**config.mk**
```make
export PLATFORM = sky130hd
export DESIGN_NAME = gioc_regs
export DESIGN_NICKNAME = d
export VERILOG_FILES = /design/src/logic/gioc_pkg.sv /design/src/logic/gioc_preamble_gate.sv /design/src/logic/gioc_regs.sv
export VERILOG_INCLUDE_DIRS = /design/src /design/src/logic
export SDC_FILE = /design/constraint.sdc
export NUM_CORES = 1
export LEC_CHECK = 0
export ABC_AREA = 1
export BUFFER_PORTS_ARGS = -buffer_cell sky130_fd_sc_hd__buf_4
export CELL_PAD_IN_SITES_DETAIL_PLACEMENT = 1
export CELL_PAD_IN_SITES_GLOBAL_PLACEMENT = 2
export CORE_ASPECT_RATIO = 1.25
export CORE_MARGIN = 3
export CORE_UTILIZATION = 27
export CTS_CLUSTER_SIZE = 14
export DETAILED_ROUTE_END_ITERATION = 7
export PLACE_DENSITY_LB_ADDON = 0.08
export SLEW_MARGIN = 25
export SYNTH_ARGS = -nofsm -noshare
export SYNTH_HDL_FRONTEND = slang
export SYNTH_SLANG_ARGS = --single-unit
export TNS_END_PERCENT = 50
```
**constraint.sdc**
```tcl
create_clock -name aclk -period 4.4 [get_ports aclk]
set_input_delay 0.88 -clock aclk [delete_from_list [all_inputs] [get_ports aclk]]
set_output_delay 0.88 -clock aclk [all_outputs]
set_load 0.05 [all_outputs]
```
**src/logic/gioc_consts.svh**
```systemverilog
// offsets, field positions, reset values and counts for the global i/o control bank
`ifndef GIOC_CONSTS_SVH
`define GIOC_CONSTS_SVH

// bus geometry
`define GIOC_ADDR_W 12
// printed offsets are register indices; byte address is four times the index
`define GIOC_IDX_SERIAL 12'h100
`define GIOC_IDX_OUTCLK 12'h103
`define GIOC_IDX_INBAND 12'h104
`define GIOC_ADDR_SERIAL 12'h400
`define GIOC_ADDR_OUTCLK 12'h40c
`define GIOC_ADDR_INBAND 12'h410

// serial i/o control fields
`define GIOC_SIO_MANUAL 0
`define GIOC_SIO_AUTO 1
`define GIOC_SIO_SUPPRESS 2
`define GIOC_SIO_RSVD_LO 3
`define GIOC_SIO_RSVD_RST 5'h08
`define GIOC_SIO_AUTO_RST 1'b1
`define GIOC_SIO_MANUAL_RST 1'b0

// output clock control fields
`define GIOC_OCK_SEL 0
`define GIOC_OCK_EN 1
`define GIOC_OCK_RSVD_LO 2
`define GIOC_OCK_EN_RST 1'b1
`define GIOC_OCK_SEL_RST 1'b0

// in-band access control fields
`define GIOC_IBA_EN 31
`define GIOC_IBA_MATCH 30
`define GIOC_IBA_RESET 29
`define GIOC_IBA_QUEUE_LO 22
`define GIOC_IBA_PORT_LO 16
`define GIOC_IBA_TYPE_LO 0
`define GIOC_IBA_QUEUE_RST 2'h1
`define GIOC_IBA_PORT_RST 3'h5
`define GIOC_IBA_PORT_MAX 3'h5
`define GIOC_IBA_TYPE_RST 16'h40fe

// serial management framing
`define GIOC_PREAMBLE_BITS 6'h20
`define GIOC_FRAME_BITS 6'h1e

// bus responses
`define GIOC_RESP_OKAY 2'h0
`define GIOC_RESP_SLVERR 2'h2

`endif

```
**src/logic/gioc_pkg.sv**
```systemverilog
// types shared by the global i/o control bank
`default_nettype none
package gioc_pkg;
	// management frame tracker states
	typedef enum logic [1:0] {
		GIOC_HUNT,
		GIOC_ARMED,
		GIOC_FRAME
	} gioc_mgmt_state_t;
endpackage : gioc_pkg
`default_nettype wire

```
**src/logic/gioc_preamble_gate.sv**
```systemverilog
// serial management frame start detector with optional preamble check
`include "gioc_consts.svh"
`default_nettype none
module gioc_preamble_gate
	import gioc_pkg::*;
(
	// clock and reset
	input  wire logic aclk,
	input  wire logic aresetn,
	// serial management pins, synchronous to aclk
	input  wire logic mgmt_clock,
	input  wire logic mgmt_data_in,
	// control
	input  wire logic suppress,
	// result
	output var  logic frame_start
);
	gioc_mgmt_state_t state;      // tracker state
	logic             clock_prev; // last sampled management clock
	logic       [5:0] ones;       // consecutive one bits seen
	logic       [5:0] bits_left;  // bits left in the current frame
	wire              rise;       // management clock rising edge
	wire              enough;     // full preamble collected

	assign rise   = mgmt_clock & ~clock_prev;
	assign enough = (ones == `GIOC_PREAMBLE_BITS);

	// edge history
	always_ff @(posedge aclk)
	begin
		if (!aresetn)
			clock_prev <= 1'b0;
		else
			clock_prev <= mgmt_clock;
	end

	// preamble counter saturates so a long idle still counts as one preamble
	always_ff @(posedge aclk)
	begin
		if (!aresetn)
			ones <= 6'h00;
		else if (rise && state != GIOC_FRAME)
			ones <= mgmt_data_in ? (enough ? ones : ones + 6'h01) : 6'h00;
	end

	// start code is 0 then 1; the 0 arms only after a preamble unless suppressed
	always_ff @(posedge aclk)
	begin
		if (!aresetn)
		begin
			state       <= GIOC_HUNT;
			bits_left   <= 6'h00;
			frame_start <= 1'b0;
		end
		else
		begin
			frame_start <= 1'b0;
			if (rise)
			begin
				unique case (state)
					GIOC_HUNT:
					begin
						// a zero bit: first half of the start code
						if (!mgmt_data_in && (enough || suppress))
							state <= GIOC_ARMED;
					end
					GIOC_ARMED:
					begin
						if (mgmt_data_in)
						begin
							state       <= GIOC_FRAME;
							bits_left   <= `GIOC_FRAME_BITS;
							frame_start <= 1'b1;
						end
						else
							state <= GIOC_HUNT; // two zeros are no start code
					end
					GIOC_FRAME:
					begin
						// frame body is left to the management engine
						bits_left <= bits_left - 6'h01;
						if (bits_left == 6'h01)
							state <= GIOC_HUNT;
					end
				endcase
			end
		end
	end
endmodule : gioc_preamble_gate
`default_nettype wire

```
**src/logic/gioc_regs.sv**
```systemverilog
// global i/o control register bank with an axi4-lite slave port
//
// The AXI4-Lite slave port was decided locally.
`include "gioc_consts.svh"
`default_nettype none
module gioc_regs
	import gioc_pkg::*;
(
	// clock and reset
	input  wire logic                   aclk,
	input  wire logic                   aresetn,
	// axi4-lite write address
	input  wire logic                   awvalid,
	output var  logic                   awready,
	input  wire logic [`GIOC_ADDR_W-1:0] awaddr,
	input  wire logic             [2:0] awprot,
	// axi4-lite write data
	input  wire logic                   wvalid,
	output var  logic                   wready,
	input  wire logic            [31:0] wdata,
	input  wire logic             [3:0] wstrb,
	// axi4-lite write response
	output var  logic                   bvalid,
	input  wire logic                   bready,
	output var  logic             [1:0] bresp,
	// axi4-lite read address
	input  wire logic                   arvalid,
	output var  logic                   arready,
	input  wire logic [`GIOC_ADDR_W-1:0] araddr,
	input  wire logic             [2:0] arprot,
	// axi4-lite read data
	output var  logic                   rvalid,
	input  wire logic                   rready,
	output var  logic            [31:0] rdata,
	output var  logic             [1:0] rresp,
	// serial management and serial output pins
	input  wire logic                   mgmt_clock,
	input  wire logic                   mgmt_data_in,
	input  wire logic                   serial_clock_fast,
	output var  logic                   serial_launch_rising,
	output var  logic                   mgmt_frame_start,
	// reference clock output control
	output var  logic                   ref_clock_output_enable,
	output var  logic                   ref_clock_select_125,
	// in-band access strap and settings
	input  wire logic                   port6_receive_valid_strap,
	output var  logic                   in_band_access_enable,
	output var  logic                   in_band_reset,
	output var  logic             [1:0] in_band_response_queue,
	output var  logic             [2:0] in_band_port_select,
	output var  logic            [15:0] in_band_frame_type,
	// received frame check
	input  wire logic                   rx_frame_valid,
	input  wire logic             [2:0] rx_frame_port,
	input  wire logic            [15:0] rx_frame_type,
	input  wire logic            [47:0] rx_frame_dest,
	input  wire logic            [47:0] switch_mac_addr,
	output var  logic                   in_band_frame_accept,
	output var  logic                   in_band_frame_discard
);
	// stored fields
	logic       sio_manual;      // manual launch edge, 1 = rising
	logic       sio_auto;        // automatic edge selection
	logic       sio_suppress;    // preamble suppression
	logic [4:0] sio_rsvd;        // writable reserved bits
	logic       ock_en;          // reference clock pin enable
	logic       ock_sel;         // reference clock 125 mhz select
	logic [2:0] ock_rsvd;        // writable reserved bits
	logic       iba_match;       // destination address match enable
	logic       strap_pending;   // strap not yet captured

	// write channel holding state
	logic                    aw_full;   // address held, waiting for data
	logic                    w_full;    // data held, waiting for address
	logic [`GIOC_ADDR_W-1:0] aw_addr;   // held address
	logic             [31:0] w_data;    // held data
	logic              [3:0] w_strb;    // held strobes

	// handshakes and merged write request
	wire                    aw_take;
	wire                    w_take;
	wire                    ar_take;
	wire                    do_write;
	wire [`GIOC_ADDR_W-1:0] wr_addr;
	wire             [31:0] wr_data;
	wire              [3:0] wr_strb;
	wire                    next_aw_full;
	wire                    next_w_full;
	wire                    next_bvalid;
	wire                    next_rvalid;

	assign aw_take      = awvalid & awready;
	assign w_take       = wvalid & wready;
	assign ar_take      = arvalid & arready;
	// address and data may come in either order; write once both are here
	assign do_write     = (aw_full | aw_take) & (w_full | w_take);
	assign wr_addr      = aw_take ? awaddr : aw_addr;
	assign wr_data      = w_take ? wdata : w_data;
	assign wr_strb      = w_take ? wstrb : w_strb;
	assign next_aw_full = ~do_write & (aw_full | aw_take);
	assign next_w_full  = ~do_write & (w_full | w_take);
	assign next_bvalid  = do_write | (bvalid & ~bready);
	assign next_rvalid  = ar_take | (rvalid & ~rready);

	// write decode; protection bits carry no meaning here
	wire wr_serial;
	wire wr_outclk;
	wire wr_inband;
	wire wr_hit;
	wire prot_unused;

	assign wr_serial   = do_write & (wr_addr == `GIOC_ADDR_SERIAL);
	assign wr_outclk   = do_write & (wr_addr == `GIOC_ADDR_OUTCLK);
	assign wr_inband   = do_write & (wr_addr == `GIOC_ADDR_INBAND);
	assign wr_hit      = wr_serial | wr_outclk | wr_inband;
	assign prot_unused = ^{awprot, arprot};

	// read decode and read word assembly
	wire        rd_serial;
	wire        rd_outclk;
	wire        rd_inband;
	wire [31:0] serial_word;
	wire [31:0] outclk_word;
	wire [31:0] inband_word;
	wire [31:0] read_word;

	assign rd_serial   = (araddr == `GIOC_ADDR_SERIAL);
	assign rd_outclk   = (araddr == `GIOC_ADDR_OUTCLK);
	assign rd_inband   = (araddr == `GIOC_ADDR_INBAND);
	assign serial_word = {24'h000000, sio_rsvd, sio_suppress, sio_auto, sio_manual};
	// read-only reserved bits above the byte read zero
	assign outclk_word = {24'h000000, 3'h0, ock_rsvd, ock_en, ock_sel};
	// self-clearing reset bit and read-only reserved fields read zero
	assign inband_word = {in_band_access_enable, iba_match, 1'b0, 5'h00,
		in_band_response_queue, 3'h0, in_band_port_select,
		in_band_frame_type};
	assign read_word   = rd_serial ? serial_word :
		rd_outclk ? outclk_word :
		rd_inband ? inband_word : 32'h00000000;

	// write channel holding registers
	always_ff @(posedge aclk)
	begin
		if (!aresetn)
		begin
			aw_full <= 1'b0;
			w_full  <= 1'b0;
			aw_addr <= '0;
			w_data  <= 32'h00000000;
			w_strb  <= 4'h0;
		end
		else
		begin
			aw_full <= next_aw_full;
			w_full  <= next_w_full;
			if (aw_take)
				aw_addr <= awaddr;
			if (w_take)
			begin
				w_data <= wdata;
				w_strb <= wstrb;
			end
		end
	end

	// write response; readies drop while a response waits, one write at a time
	always_ff @(posedge aclk)
	begin
		if (!aresetn)
		begin
			awready <= 1'b0;
			wready  <= 1'b0;
			bvalid  <= 1'b0;
			bresp   <= `GIOC_RESP_OKAY;
		end
		else
		begin
			awready <= ~next_aw_full & ~next_bvalid;
			wready  <= ~next_w_full & ~next_bvalid;
			bvalid  <= next_bvalid;
			if (do_write)
				bresp <= wr_hit ? `GIOC_RESP_OKAY : `GIOC_RESP_SLVERR;
		end
	end

	// read channel; data registered one cycle after the address is taken
	always_ff @(posedge aclk)
	begin
		if (!aresetn)
		begin
			arready <= 1'b0;
			rvalid  <= 1'b0;
			rdata   <= 32'h00000000;
			rresp   <= `GIOC_RESP_OKAY;
		end
		else
		begin
			arready <= ~next_rvalid;
			rvalid  <= next_rvalid;
			if (ar_take)
			begin
				rdata <= read_word;
				rresp <= (rd_serial | rd_outclk | rd_inband) ?
					`GIOC_RESP_OKAY : `GIOC_RESP_SLVERR;
			end
		end
	end

	// serial i/o control, byte lane 0 only
	always_ff @(posedge aclk)
	begin
		if (!aresetn)
		begin
			sio_manual   <= `GIOC_SIO_MANUAL_RST;
			sio_auto     <= `GIOC_SIO_AUTO_RST;
			sio_suppress <= 1'b0;
			sio_rsvd     <= `GIOC_SIO_RSVD_RST;
		end
		else if (wr_serial && wr_strb[0])
		begin
			sio_manual   <= wr_data[`GIOC_SIO_MANUAL];
			sio_auto     <= wr_data[`GIOC_SIO_AUTO];
			sio_suppress <= wr_data[`GIOC_SIO_SUPPRESS];
			sio_rsvd     <= wr_data[`GIOC_SIO_RSVD_LO +: 5];
		end
	end

	// launch edge: automatic choice follows the clock rate, else the manual bit
	always_ff @(posedge aclk)
	begin
		if (!aresetn)
			serial_launch_rising <= 1'b0;
		else if (sio_auto)
			serial_launch_rising <= serial_clock_fast;
		else
			serial_launch_rising <= sio_manual;
	end

	// output clock control; bits 7:5 are not stored at all
	always_ff @(posedge aclk)
	begin
		if (!aresetn)
		begin
			ock_en   <= `GIOC_OCK_EN_RST;
			ock_sel  <= `GIOC_OCK_SEL_RST;
			ock_rsvd <= 3'h0;
		end
		else if (wr_outclk && wr_strb[0])
		begin
			ock_en   <= wr_data[`GIOC_OCK_EN];
			ock_sel  <= wr_data[`GIOC_OCK_SEL];
			ock_rsvd <= wr_data[`GIOC_OCK_RSVD_LO +: 3];
		end
	end

	// pin controls registered so the top outputs come from flops
	always_ff @(posedge aclk)
	begin
		if (!aresetn)
		begin
			ref_clock_output_enable <= `GIOC_OCK_EN_RST;
			ref_clock_select_125    <= `GIOC_OCK_SEL_RST;
		end
		else
		begin
			ref_clock_output_enable <= ock_en;
			ref_clock_select_125    <= ock_sel;
		end
	end

	// in-band enable: reset cannot load a pin, so the strap is caught
	// on the first clock after release; a later write overrides it
	always_ff @(posedge aclk)
	begin
		if (!aresetn)
		begin
			strap_pending         <= 1'b1;
			in_band_access_enable <= 1'b0;
		end
		else
		begin
			strap_pending <= 1'b0;
			if (wr_inband && wr_strb[3])
				in_band_access_enable <= wr_data[`GIOC_IBA_EN];
			else if (strap_pending)
				in_band_access_enable <= port6_receive_valid_strap;
		end
	end

	// in-band control, per byte lane; reset bit only ever pulses
	always_ff @(posedge aclk)
	begin
		if (!aresetn)
		begin
			iba_match              <= 1'b0;
			in_band_reset          <= 1'b0;
			in_band_response_queue <= `GIOC_IBA_QUEUE_RST;
			in_band_port_select    <= `GIOC_IBA_PORT_RST;
			in_band_frame_type     <= `GIOC_IBA_TYPE_RST;
		end
		else
		begin
			in_band_reset <= wr_inband & wr_strb[3] & wr_data[`GIOC_IBA_RESET];
			if (wr_inband && wr_strb[3])
				iba_match <= wr_data[`GIOC_IBA_MATCH];
			if (wr_inband && wr_strb[2])
			begin
				in_band_response_queue <= wr_data[`GIOC_IBA_QUEUE_LO +: 2];
				in_band_port_select    <= wr_data[`GIOC_IBA_PORT_LO +: 3];
			end
			if (wr_inband && wr_strb[1])
				in_band_frame_type[15:8] <= wr_data[15:8];
			if (wr_inband && wr_strb[0])
				in_band_frame_type[7:0] <= wr_data[7:0];
		end
	end

	// received frame screening; a reserved port code selects no port
	wire port_ok;
	wire type_ok;
	wire dest_ok;
	wire is_in_band;

	assign port_ok    = (in_band_port_select <= `GIOC_IBA_PORT_MAX) &
		(rx_frame_port == in_band_port_select);
	assign type_ok    = (rx_frame_type == in_band_frame_type);
	assign dest_ok    = ~iba_match | (rx_frame_dest == switch_mac_addr);
	assign is_in_band = rx_frame_valid & in_band_access_enable & port_ok & type_ok;

	// one-cycle verdict per frame; held off while the engine restarts
	always_ff @(posedge aclk)
	begin
		if (!aresetn)
		begin
			in_band_frame_accept  <= 1'b0;
			in_band_frame_discard <= 1'b0;
		end
		else
		begin
			in_band_frame_accept  <= is_in_band & dest_ok & ~in_band_reset;
			in_band_frame_discard <= is_in_band & ~dest_ok & ~in_band_reset;
		end
	end

	// only the serial management tracker sees the suppression bit
	gioc_preamble_gate u_gate (
		.aclk         (aclk),
		.aresetn      (aresetn),
		.mgmt_clock   (mgmt_clock),
		.mgmt_data_in (mgmt_data_in),
		.suppress     (sio_suppress),
		.frame_start  (mgmt_frame_start)
	);
endmodule : gioc_regs
`default_nettype wire

```
# After elaboration in Yosys (flattened, before gate mapping)
# Index checks and enable logic that the tools add are counted.
[totals] regBits=150 in_bits=193 out_inout_bits=70 word_cells=142
[classes] n_addsub=2 n_lt_le_gt_ge=1 eq_ne=18 mux=21 bitwise_logic=44 reduce_logical=17
[op_table] op="two-way mux 32 bit" count=4
[op_table] op="== test 12 x 11 -> 1 bit, second input constant" count=6
[op_table] op="== test 48 bit" count=1
[op_table] op="bitwise AND 1 bit" count=24
[op_table] op="two-way mux 6 bit" count=3
[op_table] op="== test 16 bit" count=1
[op_table] op="two-way mux 12 bit" count=1
[op_table] op="one-hot mux 6 bit (2 select lines)" count=1
[op_table] op="inverter 1 bit" count=11
[op_table] op="two-way mux 2 bit" count=5
[op_table] op="bitwise OR 1 bit" count=9
[op_table] op="AND reduction 3 bit" count=3
[op_table] op="logical AND 1 bit" count=8
[op_table] op="adder 6 x 1 -> 6 bit, second input constant" count=1
[op_table] op="== test 6 x 1 -> 1 bit, second input constant" count=1
[op_table] op="== test 6 bit, second input constant" count=1
[op_table] op="inequality test 2 bit, second input constant" count=3
[op_table] op="one-hot mux 2 bit (3 select lines)" count=1
[op_table] op="subtractor 6 x 1 -> 6 bit, second input constant" count=1
[op_table] op="two-way mux 1 bit" count=5
[op_table] op="two-way mux 4 bit" count=1
[op_table] op="inequality test 2 x 1 -> 1 bit, second input constant" count=2
[op_table] op="nonzero test 2 bit" count=2
[op_table] op="== test 3 bit" count=1
[op_table] op="other kinds (7)" count=7

# Logic depth before layout (Yosys ltp)
# Gate-level depths: netlist of run 1.
[depth] depth_word=7 depth_mapped=13 depth_no_buf=11

# By module
# From an unflattened synthesis of run 1, not the netlist that was laid out.
[hier_totals] hier_cells=1078 hier_area_um2=6959.2
[by_module_without_submodules] mod="gioc_regs" instances=1 cells_per_inst=945 area_per_inst_um2=6050.8 seq_area_each_um2=2302.2
[by_module_without_submodules] mod="gioc_preamble_gate" instances=1 cells_per_inst=133 area_per_inst_um2=908.4 seq_area_each_um2=320.3

# Worst setup path after synthesis of run 1
# Ideal clock, no wire load.
[synth_timing] path_type="input-to-reg" start="in awvalid" end="reg in_band_frame_type[13]" setup_ps=110 arrival_time_ps=2093 t_required_ps=4290 slack_ps=2197 stages=10 n_path_buf=2 cell_sequence="nand2_2 > buf_6 > nand2_1 > o21ai_1 > nand3_1 > nor2_8 > buf_4 > nand4_1 > nand2_1 > nor2_1"
[synth_between] elab_chain_len=5 word_cells_on_any_way=7 cone_classes="1 x eq/ne; 1 x mux; 4 x bitwise; 1 x reduce/logical"
[synth_lines] item="from (decl)" line="gioc_regs.sv:13" text="input wire logic awvalid,"
[synth_lines] item="bitwise AND 1 bit (*)" line="gioc_regs.sv:92" text="assign aw_take = awvalid & awready;"
[synth_lines] item="two-way mux 12 bit / bitwise OR 1 bit (equally long branches)"
[synth_lines] item="== test 12 x 11 -> 1 bit (no source line) / bitwise AND 1 bit (equally long branches)"
[synth_lines] item="bitwise AND 1 bit (*)" line="gioc_regs.sv:114" text="assign wr_inband = do_write & (wr_addr == `GIOC_ADDR_INBAND);"
[synth_lines] item="logical AND 1 bit (*)" line="gioc_regs.sv:311" text="if (wr_inband && wr_strb[1])"
[synth_lines] item="to (signal assigned)" line="gioc_regs.sv:299" text="in_band_frame_type <= `GIOC_IBA_TYPE_RST;"
[synth_lines] item="to (signal assigned)" line="gioc_regs.sv:312" text="in_band_frame_type[15:8] <= wr_data[15:8];"
[synth_lines] item="to (decl)" line="gioc_regs.sv:51" text="output var logic [15:0] in_band_frame_type,"
# Every way passes the cells marked *; elsewhere a longest branch is shown, timed or not.
# A chain may end at the register's enable or synchronous reset.

# Worst setup path in the final report of run 1
[layout_timing] start="in awvalid" end="reg sio_rsvd[3]"
[layout_between] elab_chain_len=5 word_cells_on_any_way=7 cone_classes="1 x eq/ne; 1 x mux; 4 x bitwise; 1 x reduce/logical"
[layout_lines] item="bitwise AND 1 bit (*)" line="gioc_regs.sv:92"
[layout_lines] item="two-way mux 12 bit / bitwise OR 1 bit (equally long branches)"
[layout_lines] item="== test 12 x 11 -> 1 bit (no source line) / bitwise AND 1 bit (equally long branches)"
[layout_lines] item="bitwise AND 1 bit (*)" line="gioc_regs.sv:112" text="assign wr_serial = do_write & (wr_addr == `GIOC_ADDR_SERIAL);"
[layout_lines] item="logical AND 1 bit (*)" line="gioc_regs.sv:219" text="else if (wr_serial && wr_strb[0])"
[layout_lines] item="to (signal assigned)" line="gioc_regs.sv:217" text="sio_rsvd <= `GIOC_SIO_RSVD_RST;"
[layout_lines] item="to (signal assigned)" line="gioc_regs.sv:224" text="sio_rsvd <= wr_data[`GIOC_SIO_RSVD_LO +: 5];"
[layout_lines] item="to (decl)" line="gioc_regs.sv:65" text="logic [4:0] sio_rsvd;"
# Marked as above.

==> results of run 1 <==
==> cells by family (layout without fill, tap and decap cells) <==
kind of cell | after synthesis | after routing
mux | 12 | 12
other cells | 1 | 11
simple gates | 534 | 534
compound gates | 89 | 89
fa+ha+maj | 7 | 7
flops | 131 | 131
buf+inv | 179 | 411
xor+xnor | 42 | 42
==> per-layer routing <==
metal / track usage (%) / up-vias
li1: - / 3533
met1: 19.7 / 3071
met2: 30.3 / 183
met3: 5.91 / 14
met4: 4.21 / 0
met5: 0 / -
==> stage by stage <==
stage / cells / area [sq um] / power, mW / hold WS (ns) / utilization (%)
3_5_place_dp: 1535 / 8820 / 1.77 / 0.428 / 35.9
6_report: 1567 / 9490 / 3.38 / 0.435 / 38.6
5_1_grt: 1567 / 9490 / 3.54 / 0.465 / 38.6
3_3_place_gp: 1535 / 8820 / 1.77 / 0.424 / 35.9
4_1_cts: 1567 / 9490 / 3.43 / 0.439 / 38.6
2_1_floorplan: 1005 / 6830 / 1.57 / 0.399 / -
==> layout by cell type (no fill, tap or decap), types with 6 or more instances in the layout <==
cell	n
a21oi_1	39
buf_4	240
bufinv_16	6
clkbuf_16	17
conb_1	11
dfxtp_1	131
ha_1	7
inv_1	136
mux2i_1	12
nand2_1	264
nand3_1	58
nand4_1	34
nor2_1	136
o21a_1	12
o21ai_0	19
or2_2	22
xnor2_1	36
xor2_1	6
==> where the power goes <==
part / total [mW] / switching (mW) / internal, mW / leakage (nW)
combinational: 0.500 / 0.285 / 0.216 / 3.32
clock: 1.64 / 0.565 / 1.08 / 0.320
sequential: 1.24 / 0.0143 / 1.22 / 1.07
==> flip-flops by register name, summed over array words and instances, names as in the netlist, 2 cells and up <==
name,count
rdata,23
w_data,24
aw_addr,12
in_band_port_select,3
in_band_response_queue,2
u_gate.ones,6
ock_rsvd,3
in_band_frame_type,16
u_gate.state,2
sio_rsvd,5
w_strb,4
u_gate.bits_left,6
==> worst reg2reg max path: cells and delay by family (launching register included) <==
family | cells | cell delay, ns
flops | 1 | 0.44
simple gates | 6 | 1.48
compound gates | 1 | 0.33
buf+inv | 1 | 0.04
==> area by class of cell <==
class	instances	area (sq um)
clock buffers	19	443
clock inverters	13	230
fillers	3172	15100
inverters	139	522
multi-input cells	695	3460
flip-flops and latches	131	2620
well taps	330	413
repair buffers	240	1800
==> how the worst max path moves through the flow <==
stage / cells after the start / end / startpoint / slack [ns]
after CTS: 11 / sio_auto / awvalid / 1.89
after global routing: 12 / in_band_access_enable / awvalid / 1.66
final: 11 / sio_rsvd[3] / awvalid / 1.93
after detailed placement: 11 / sio_auto / awvalid / 1.46
after floorplan: 10 / in_band_frame_type[13] / awvalid / 2.20
after global placement: 10 / in_band_frame_type[13] / wvalid / 1.46
==> flow_summary.toml, run 1 <==
[detailed_routing]
dr_total_vias = 6801
via_per_inst = 4.34
dr.pass1.iters = 4
drc = 0
met3_length_um = 1820
wl_per_cell_um = 14.9
top_layer_used = "met4"
drt_wl_total_um = 23400
ant_nets = 0
wl_met2_um = 11400
dr.first_iter.drc_count = 164
met1Wirelength_um = 9980

[global_route]
antenna_found_initial = 0
grt_max_degree = 50
grt.total_usage_pct = 17.0
grt_pass1_vias = 6992
grt_overflow = 0
grt_pass1_wl_um = 36600

[die]
start_util_pct = 27.6
die_w_um = 148
core_sq_mm = 0.0246
fp.dieArea_sq_mm = 0.0271
rows = 64
boundaryPins = 263
die_h_um = 183

[setup_path]
max_stage_delay_ns = 0.37
critical_path_class = "input port to flip-flop"
cp_data_arrival_time_ns = 2.75
crit_family = "simple AND/OR/NAND/NOR gates"
critPathSlowestCell = "nand2_2"
rr_worst_depth = 8
path_cells = "buf_4 > nand2_2 > nand2_1 > o21ai_1 > nand2_1 > nor2_2 > nand2_1 > nor2_4 > inv_1 > nand2_1 > nand3_1"
cpMostUsedCell = "nand2_1"
end_kind = "flip-flop"
rrSetupSlack_ns = 2.05
crit_required_ns = 4.68
r2r_start = "awready"
reg2reg_to = "in_band_access_enable"
cp-start-kind = "input port"
path_buf_inv = 2
critPathMaxFanout = 23

[clock_tree]
numCtsBuffers = 17
postCtsSetupBuffers = 0
cts-resized-gates = 0
cts_tree = "built"
clock_path_buffers = 2
clkTransAtPathRegs_ns = 0.06
htree_num_levels = 4
ctsHoldBuffers = 0
cts.sinks = 131
clk_latency_ns = 0.43
root_buffer = "clkbuf_16"

[min_path]
hold_end = "u_gate.frame_start"
hold_start = "u_gate.clock_prev"
min_path_type = "flip-flop to flip-flop"
hold_path_depth = 1

[synth]
synthArstFlopShare_pct = 0
yosysTopAreaCell = "dfxtp_1"
netlist_top_cells_area = "dfxtp_1, nand2_1, inv_1"
yosysMostFrequentCell = "nand2_1"
synthSimpleGateAreaFrac_pct = 34.4
synth.ff_latch_count = 131
synthFlopType = "dfxtp_1"
synth_top_area_share_pct = 38.6
avgSynthCellArea_sq_um = 6.83
synth_cell_types = 40
synthAdderAreaFrac_pct = 1.29
synth_seq_area_share_pct = 38.6
ys_top_cells_by_count = "nand2_1, inv_1, nor2_1"
syn_inst = 995
syn_area_sq_mm = 0.00679
synth_top_family_by_area = "simple AND/OR/NAND/NOR gates"
synth_compound_area_share_pct = 7.44
muxShareOfSynthArea_pct = 1.77
synth_edf_count = 0
synth-xor-area-share_pct = 5.42
yosysWarnings = 0

[timing]
worst_slack_ns = 1.93
rsz0062_at_grt = "false"
finClkSkew_ns = 0.0107
fin_crit_sh_pct = 56.1
setup_violations = 0
max_freq_ghz = 0.405
maxSlewHeadroom_pct = 44.6
hold_viol_final = 0
slew_violations = 0
fin_setup_tns_ns = 0
worst_slew_pin_slew_ns = 0.829
period_needed_ns = 2.47

[layout]
area_delta_synth_final_pct = 39.7
drive_gt1_share_pct = 25.1
diodes = 0
nets = 1424

[placed_design]
place_congestion = 0.780
dp_slack_ns = 1.46
dp_hpwl_um = 18400
port_buffers = 237

[pwr]
p_per_area_mw_per_mm2 = 356
leakage_nw = 4.70
ir_drop_v = 0.000238

[status]
status = "finished clean"

[flow_run]
max-cap-violations = 0
No activity file was read; power rests on OpenSTA's default activity.
==> run 2: changes to the inputs <==
Settings changed: CORE_UTILIZATION 27 to 23.
Clock period 4.4 ns to 2.2 ns, I/O delays scaled along.
==> run 2 against run 1 <==
- sequential power grew 100%
- clock power grew 62%
- hold slack lost 0.20 ns
- sequential share of layout area shrank 1.0 points
- clock skew shrank 0.0021 ns
- final area grew 3.8%
==> flow_summary.toml, run 2 (synthesized netlist as in run 1, its figures left out) <==
[status]
status = "finished clean"

[timing]
slew_violations = 0
max_freq_ghz = 0.534
period_needed_ns = 1.87
hold_viol_final = 0
finClkSkew_ns = 0.00858
fin_crit_sh_pct = 85.1
fin_setup_tns_ns = 0
setup_violations = 0
rsz0062_at_grt = "false"

[clock_tree]
cts.sinks = 131
postCtsSetupBuffers = 0
clkTransAtPathRegs_ns = 0.06
clock_path_buffers = 2
cts-resized-gates = 0
htree_num_levels = 4
ctsHoldBuffers = 0
cts_tree = "built"
root_buffer = "clkbuf_16"
numCtsBuffers = 17
clk_latency_ns = 0.42

[global_route]
grt.total_usage_pct = 15.5
antenna_found_initial = 1
grt_overflow = 0
grt_pass1_vias = 7248
grt_pass1_wl_um = 38700
grt_max_degree = 33

[detailed_routing]
via_per_inst = 4.18
dr_total_vias = 6975
dr.first_iter.drc_count = 202
drt_wl_total_um = 24400
ant_nets = 0
drc = 0
dr.pass1.iters = 4
wl_per_cell_um = 14.6

[flow_run]
max-cap-violations = 0

[setup_path]
r2r_start = "awready"
reg2reg_to = "in_band_frame_type[8]"
crit_family = "simple AND/OR/NAND/NOR gates"
rrSetupSlack_ns = 0.33
crit_required_ns = 2.56
rr_worst_depth = 10
cp_data_arrival_time_ns = 2.23
critical_path_class = "flip-flop to flip-flop"
path_cells = "nand2_2 > buf_12 > o21ai_1 > nand3_1 > nor2_8 > buf_12 > nand3_4 > nand2_1 > inv_1 > nor2_1"
cpMostUsedCell = "buf_12"
end_kind = "flip-flop"
cp-start-kind = "flip-flop"
critPathSlowestCell = "dfxtp_1"
critPathMaxFanout = 22
path_buf_inv = 3
max_stage_delay_ns = 0.35

[die]
core_sq_mm = 0.0287
boundaryPins = 263
die_h_um = 198
rows = 69
fp.dieArea_sq_mm = 0.0316
die_w_um = 160
start_util_pct = 23.6

[layout]
layout.cells.non_filler = 1670
fin_area_sq_mm = 0.00985
nets = 1469
drive_gt1_share_pct = 27.4
top_regs = "w_data: 24 flops, rdata: 23 flops, in_band_frame_type: 16 flops"
final_common_cell = "buf_4"
regMostFlops = "w_data"
area_delta_synth_final_pct = 45.0
diodes = 0
final_cell_mix = "buf_4, nand2_1, inv_1, nor2_1, dfxtp_1"
largest_register_ffs = 24

[pwr]
p_per_area_mw_per_mm2 = 633
ir_drop_v = 0.000578
leakage_nw = 4.90

[placed_design]
place_area_sq_mm = 0.00931
dp_hpwl_um = 19700
port_buffers = 237
place_congestion = 0.734
dp.cells = 1640

[min_path]
hold_end = "u_gate.clock_prev"
min_path_type = "input port to flip-flop"
hold_start = "mgmt_clock"
hold_path_depth = 3
==> run 2: worst reg2reg max path: cells and delay by family, from the launching register on <==
family	cells	cell delay (ns)
and+or+nand+nor	6	0.87
buffers and inverters	3	0.37
DFF	1	0.35
AOI/OAI and AO/OA	1	0.23
==> run 2: layer usage <==
| metal | vias up | routed length (um) | track usage (%) |
|---|---|---|---|
| met5 | - | 7 | 0 |
| met4 | 2 | 218 | 3.89 |
| met3 | 14 | 1580 | 4.83 |
| met2 | 180 | 11900 | 27.0 |
| met1 | 3151 | 10700 | 18.5 |
| li1 | 3628 | - | - |
==> run 2: worst max-delay path by stage <==
stage / startpoint / to / slack, ns / cells after the start
6_report: awready / in_band_frame_type[8] / 0.33 / 10
5_1_grt: awready / in_band_frame_type[8] / 0.1 / 10
4_1_cts: awready / in_band_frame_type[8] / 0.30 / 10
3_5_place_dp: awvalid / in_band_frame_type[8] / 0.11 / 12
3_3_place_gp: awvalid / in_band_port_select[1] / 0.14 / 12
2_1_floorplan: awready / in_band_frame_type[13] / 0.11 / 10
==> run 2: report_power, final <==
| group | leakage [nW] | switching (mW) | total, mW | internal, mW |
|---|---|---|---|---|
| clock | 0.268 | 1.04 | 2.65 | 1.60 |
| sequential | 1.07 | 0.0275 | 2.48 | 2.45 |
| combinational | 3.56 | 0.594 | 1.11 | 0.518 |
| total | 4.90 | 1.67 | 6.24 | 4.57 |
==> run 2: stage by stage <==
step / hold slack, ns / utilization, % / setup slack, ns / total power [mW]
after floorplan: 0.399 / - / 0.113 / 3.14
after global placement: 0.425 / 32.4 / 0.139 / 3.65
after detailed placement: 0.427 / 32.4 / 0.106 / 3.66
after CTS: 0.213 / 34.3 / 0.304 / 6.38
after global routing: 0.230 / 34.3 / 0.0952 / 6.59
final: 0.231 / 34.3 / 0.328 / 6.24
==> run 2: cell type report <==
class / count / area (sq um)
clock buffers: 26 / 519
well taps: 390 / 488
flip-flops and latches: 131 / 2620
clock inverters: 4 / 22.5
repair buffers: 285 / 2210
fillers: 3628 / 18900
inverters: 139 / 522
multi-input cells: 695 / 3460
